[config.mk]
export PLATFORM = sky130hd
export DESIGN_NAME = system_address_decoder
export DESIGN_NICKNAME = d
export VERILOG_FILES = /design/src/core/addr_map_pkg.sv /design/src/core/window_match.sv /design/src/core/system_address_decoder.sv
export SDC_FILE = /design/constraint.sdc
export NUM_CORES = 1
export LEC_CHECK = 0
export BUFFER_PORTS_ARGS = -buffer_cell sky130_fd_sc_hd__buf_2
export CORE_AREA = 5 5 92 94
export CTS_BUF_LIST = sky130_fd_sc_hd__clkbuf_2
export CTS_CLUSTER_SIZE = 40
export DETAILED_ROUTE_END_ITERATION = 10
export DIE_AREA = 0 0 97 99
export PLACE_DENSITY_LB_ADDON = 0.2
export SLEW_MARGIN = 25
export SYNTH_ARGS = -nofsm -noshare
export SYNTH_HDL_FRONTEND = slang
export SYNTH_SLANG_ARGS = --single-unit
export TNS_END_PERCENT = 30
[constraint.sdc]
create_clock -name sys_clk -period 9.65 [get_ports sys_clk]
set_input_delay 0.965 -clock sys_clk [delete_from_list [all_inputs] [get_ports sys_clk]]
set_output_delay 0.965 -clock sys_clk [all_outputs]
set_load 0.005 [all_outputs]
[src/core/addr_map_pkg.sv]
// address map constants, window table and target codes for the system address decoder
// assumes one 250 MHz clock shared by both bus masters and the decoder
package addr_map_pkg;

  typedef enum logic [3:0] {
    TGT_NONE, TGT_FLASH, TGT_SUPERVISORY_ROM, TGT_SRAM, TGT_CPU_SUBSYSTEM,
    TGT_IO_ROUTING_MATRIX, TGT_CLOCKS, TGT_IO_PORT, TGT_TIMER, TGT_SERIAL,
    TGT_TOUCH, TGT_LCD, TGT_COMPARATOR, TGT_POWER_CONTROL, TGT_CORE_PRIVATE_BUS
  } target_t;

  localparam int NWIN = 14;
  localparam int VECTOR_SRAM_BIT = 0;
  localparam logic [31:0] ADDR_ZERO = 32'h0000_0000;
  localparam logic [31:0] SRAM_BASE = 32'h2000_0000;
  localparam logic [31:0] SRAM_REGION_LAST = 32'h3FFF_FFFF;
  localparam logic [31:0] PERIPH_BASE = 32'h4000_0000;
  localparam logic [31:0] PERIPH_LAST = 32'h5FFF_FFFF;
  localparam logic [31:0] UNUSED_BASE = 32'h6000_0000;
  localparam logic [31:0] UNUSED_LAST = 32'hDFFF_FFFF;
  localparam logic [31:0] PRIVATE_BASE = 32'hE000_0000;
  localparam logic [31:0] PRIVATE_LAST = 32'hE00F_FFFF;
  localparam logic [31:0] FLASH_LAST = 32'h0000_7FFF;
  localparam logic [31:0] SUPV_BASE = 32'h1000_0000;
  localparam logic [31:0] SUPV_LAST = 32'h1000_0FFF;
  localparam logic [31:0] SRAM_LAST = 32'h2000_0FFF;
  localparam logic [31:0] IOMX_BASE = 32'h4001_0000;
  localparam logic [31:0] IOMX_LAST = 32'h4001_0FFF;
  localparam logic [31:0] COMP_BASE = 32'h400A_0000;
  localparam logic [31:0] COMP_LAST = 32'h400A_FFFF;

  // window order follows target_t after TGT_NONE
  localparam logic [31:0] WIN_BASE [NWIN] = '{
    ADDR_ZERO, SUPV_BASE, SRAM_BASE, PERIPH_BASE, IOMX_BASE, 32'h4002_0000,
    32'h4004_0000, 32'h4005_0000, 32'h4006_0000, 32'h4008_0000, 32'h4009_0000,
    COMP_BASE, 32'h400B_0000, PRIVATE_BASE
  };
  localparam logic [31:0] WIN_LAST [NWIN] = '{
    FLASH_LAST, SUPV_LAST, SRAM_LAST, 32'h4000_FFFF, IOMX_LAST, 32'h4002_FFFF,
    32'h4004_FFFF, 32'h4005_FFFF, 32'h4006_FFFF, 32'h4008_FFFF, 32'h4009_FFFF,
    COMP_LAST, 32'h400B_FFFF, PRIVATE_LAST
  };
  // only flash, supervisory rom and sram may be fetched from
  localparam logic [NWIN-1:0] WIN_EXEC = 14'h0007;

  localparam logic MASTER_CPU = 1'h0;
  localparam logic MASTER_DEBUG = 1'h1;

endpackage

[src/core/window_match.sv]
// address window comparator bank for the system address decoder
// assumes a stable address from the arbitration stage in the same cycle
module window_match (
  input wire logic [31:0] addr,
  output addr_map_pkg::target_t target,
  output logic execOk,
  output logic [31:0] winBase
);

  logic [addr_map_pkg::NWIN-1:0] hit;

  genvar i;
  generate
    for (i = 0; i < addr_map_pkg::NWIN; i++) begin : g_win
      assign hit[i] = (addr >= addr_map_pkg::WIN_BASE[i]) &&
                      (addr <= addr_map_pkg::WIN_LAST[i]);
    end
  endgenerate

  // windows never overlap, so the lowest hit is the only one
  always_comb begin
    target = addr_map_pkg::TGT_NONE;
    execOk = 1'b0;
    winBase = addr_map_pkg::ADDR_ZERO;
    for (int k = addr_map_pkg::NWIN - 1; k >= 0; k--) begin
      if (hit[k]) begin
        target = addr_map_pkg::target_t'(4'(k + 1));
        execOk = addr_map_pkg::WIN_EXEC[k];
        winBase = addr_map_pkg::WIN_BASE[k];
      end
    end
  end

endmodule

[src/core/system_address_decoder.sv]
// system address decoder: arbitrates two masters, decodes, answers one cycle later
// assumes both masters and the configuration word run on sys_clk
module system_address_decoder (
  input wire logic sys_clk,
  input wire logic sys_rst,
  input wire logic [31:0] cpuSubsystemConfig,
  input wire logic cpuReq,
  input wire logic [31:0] cpuAddr,
  input wire logic cpuWrite,
  input wire logic cpuFetch,
  input wire logic cpuVector,
  output logic cpuGnt,
  input wire logic dbgReq,
  input wire logic [31:0] dbgAddr,
  input wire logic dbgWrite,
  output logic dbgGnt,
  output logic respValid,
  output logic respMaster,
  output logic respWrite,
  output logic respErr,
  output addr_map_pkg::target_t respTarget,
  output logic [31:0] respOffset,
  output logic sysBusSel,
  output logic corePrivateSel
);

  typedef struct packed {
    logic valid;
    logic master;
    logic write;
    logic err;
    addr_map_pkg::target_t target;
    logic [31:0] offset;
  } state_t;

  state_t st_q;
  state_t st_d;

  logic vectorTableInSram;
  logic take;
  logic selMaster;
  logic [31:0] selAddr;
  logic [31:0] decAddr;
  logic selWrite;
  logic selFetch;
  logic selVector;
  addr_map_pkg::target_t target;
  logic execOk;
  logic [31:0] winBase;

  assign vectorTableInSram = cpuSubsystemConfig[addr_map_pkg::VECTOR_SRAM_BIT];

  // processor first; debug gets any cycle the processor leaves idle
  assign cpuGnt = cpuReq;
  assign dbgGnt = dbgReq && !cpuReq;
  assign take = cpuReq || dbgReq;
  assign selMaster = cpuReq ? addr_map_pkg::MASTER_CPU : addr_map_pkg::MASTER_DEBUG;
  assign selAddr = cpuReq ? cpuAddr : dbgAddr;
  assign selWrite = cpuReq ? cpuWrite : dbgWrite;
  assign selFetch = cpuReq && cpuFetch;
  assign selVector = cpuReq && cpuVector;

  // vector offsets are relative to zero; an sram table sits at the sram base
  assign decAddr = (selVector && vectorTableInSram) ?
                   (addr_map_pkg::SRAM_BASE | selAddr) : selAddr;

  window_match u_match (
    .addr(decAddr),
    .target(target),
    .execOk(execOk),
    .winBase(winBase)
  );

  always_comb begin
    st_d = st_q;
    st_d.valid = take;
    st_d.master = selMaster;
    st_d.write = selWrite;
    st_d.target = target;
    st_d.offset = decAddr - winBase;
    // unmapped, or a fetch from a window without execute right
    st_d.err = take && ((target == addr_map_pkg::TGT_NONE) || (selFetch && !execOk));
    if (!take) begin
      st_d.target = addr_map_pkg::TGT_NONE;
      st_d.offset = addr_map_pkg::ADDR_ZERO;
    end
  end

  always_ff @(posedge sys_clk) begin
    if (sys_rst) begin
      st_q <= '0;
    end else begin
      st_q <= st_d;
    end
  end

  assign respValid = st_q.valid;
  assign respMaster = st_q.master;
  assign respWrite = st_q.write;
  assign respErr = st_q.err;
  assign respTarget = st_q.target;
  assign respOffset = st_q.offset;
  // private window never reaches the system interconnect
  assign corePrivateSel = st_q.valid && !st_q.err &&
                          (st_q.target == addr_map_pkg::TGT_CORE_PRIVATE_BUS);
  assign sysBusSel = st_q.valid && !st_q.err &&
                     (st_q.target != addr_map_pkg::TGT_CORE_PRIVATE_BUS);

  // every window, data side: target code and offset from its own base
  genvar w;
  generate
    for (w = 0; w < addr_map_pkg::NWIN; w++) begin : g_win_chk

    end
  endgenerate
endmodule

==> results.yml <==
run_status:
  outcome: "finished, final reports clean"
layout:
  final_common_cell: "buf_2"
  area_growth_pct: 26.7
  fillers: 795
  final_nets: 508
  final_cell_mix: "116 x buf_2, 49 x nor2_1, 40 x dfxtp_1, 27 x mux2i_1, 12 x nor3_1"
  antenna_cells: 0
  drive_gt1_share_pct: 37.7
synth:
  netlist_area_um2: 2540
  synthTopCellsByArea: "dfxtp_1 32%, mux2i_1 11%, nor2_1 7.2%"
  synthDistinctLibCells: 64
  syn_nets: 396
  async_reset_ff_share_pct: 0
  synth.largest_area_cell: "dfxtp_1"
  netlist.area_leader.share_pct: 31.5
  syn_area_per_cell_um2: 8.98
  ys_warn_count: 0
  ys.flop_type: "dfxtp_1"
  synth-seq-cells: 40
  synth_cells: 283
  synth-edff-count: 0
  ys_seq_area_share_pct: 31.5
clock_network:
  clkTransAtPathRegs_ns: 0.19
  cts_buffers: 5
  clk_path_buf_depth: 2
  cts_root_buf: "clkbuf_2"
  hold_buffers: 0
  cts_max_level: 2
  clock_sinks: 40
  cts_resized: 0
  post-cts-setup-buffer-count: 0
  cts_tree: "done"
routing:
  drc: 0
  vias_per_cell: 5.02
  routed-via-count: 2495
  initialDrtViolationCount: 93
  route.final.wire_length_um: 7450
  drt-pass1-iter-count: 4
  wl_per_cell_um: 15.0
  ant_nets: 0
timing:
  rsz0062_at_grt: "no"
  max-slew-margin-rel_pct: 52.7
  fin_tns_setup_ns: 0
  hold_slack_ns: 0.764
  max_clock_freq_mhz: 190
  finalCritPeriodShare_pct: 54.4
  setup_slack_ns: 4.40
  layout_min_cycle_time_ns: 5.25
  tightest_slew_ns: 0.710
  slew_violations: 0
  hold_viol: 0
  finalSetupViolCount: 0
run:
  cap_violations: 0
critical_path:
  critPathLaunchType: "primary input"
  end_kind: "register"
  cp.arrival_ns: 5.54
  critPathRequiredTime_ns: 9.93
  path_class: "in -> reg"
  cp_max_fo: 36
floorplan:
  core_area_um2: 7570
  die_w_um: 97
  die-area_um2: 9600
  rows: 32
  io_pins: 148
  die_h_um: 99
  initial_utilization_pct: 33.6
global_routing:
  grt_max_degree: 37
  grt_pass1_vias: 2512
  antenna_found_initial: 0
  grt_pass1_wl_um: 12300
  grtUsageTotal_pct: 15.5
  grt_overflow: 0
pwr:
  p_int_mw: 0.235
  power_frac_comb_pct: 28.7
  p_sw_share_pct: 31.0
  vdd_ir_drop_max_mv: 0.0391
  seqPwrFrac_pct: 52.3
  power.net_switching_mw: 0.106
  power_density_nw_per_um2: 106
  leakage_nw: 1.49
  pwr-share-clk_pct: 19.0
placement:
  place.gp.congestion: 0.915
  dp_hpwl_um: 6030
  io_buffers: 116
  dp_slack_ns: 4.00
min_path:
  hold_path.class: "in -> reg"
==> cell families (layout without fill, tap and decap cells) <==
kind of cell / after synthesis / in the layout / share of synthesized area (%)
flip-flops: 40 / 40 / 31.5
multiplexers: 33 / 33 / 13.9
AND/OR/NAND/NOR: 118 / 118 / 26.4
AO/OA/AOI/OAI: 53 / 53 / 16.5
buffers and inverters: 22 / 134 / 4.24
XOR/XNOR: 8 / 8 / 2.76
adder cells (fa/ha/maj): 9 / 9 / 4.73
==> synthesized netlist by cell type, drive strengths merged, types with 6 or more instances <==
cell type,n
a21oi,8
buf,8
dfxtp,40
ha,8
inv,10
mux2i,28
nand2,10
nor2,49
nor2b,7
nor3,14
nor3b,9
o21ai,8
xnor2,6
==> critical path: stages <==
cell	delay (ns)
buf_2	0.53
buf_4	0.55
nor4b_2	0.57
o221ai_2	0.25
nor4_4	0.40
o21ai_0	0.14
a21oi_1	0.28
inv_1	0.08
ha_1	0.27
nor2b_1	0.14
o31a_1	0.31
or3_1	0.44
o21bai_1	0.20
a211oi_1	0.32
nor2_1	0.08
==> state kept, by name, indices dropped and copies added, names as in the netlist <==
signal      flops
respOffset     32
respErr         1
respWrite       1
respMaster      1
respTarget      4
respValid       1
==> through the flow <==
stage                     power [mW]  std cells  area, um^2  utilization [%]
after floorplan                0.239        283        2540                -
after global placement         0.279        490        3190             42.1
after detailed placement       0.280        490        3190             42.1
after CTS                      0.346        497        3220             42.5
after global routing           0.365        497        3220             42.5
final                          0.341        497        3220             42.5
==> power by group through the flow <==
stage	logic, mW	registers [mW]	clock network, mW
floorplan	0.0552	0.184	0
global placement	0.0973	0.182	0
detailed placement	0.0982	0.182	0
CTS	0.0989	0.179	0.0683
global route	0.109	0.180	0.0762
finish	0.0978	0.178	0.0649
==> worst paths after layout <==
check | startpoint | slack, ns | to | depth (start not counted)
setup / recovery | cpuReq | 4.40 | respOffset[29] | 15
hold / removal | sys_rst | 0.76 | respMaster | 2
==> per-layer routing <==
layer,track usage [%],wire [um]
met1,18.5,3260
met5,0,0
met4,4.97,115
met3,4.81,512
met2,26.6,3560
==> cell type report <==
class | count | area (um^2) | area share, %
clock buffer | 5 | 25.0 | 0.778
sequential | 40 | 801 | 24.9
inverter | 10 | 37.5 | 1.17
multi-input combinational | 221 | 1630 | 50.7
tap | 102 | 128 | 3.97
clock inverter | 2 | 7.51 | 0.233
timing repair buffer | 117 | 588 | 18.3
No activity file was read; power rests on OpenSTA's default activity.
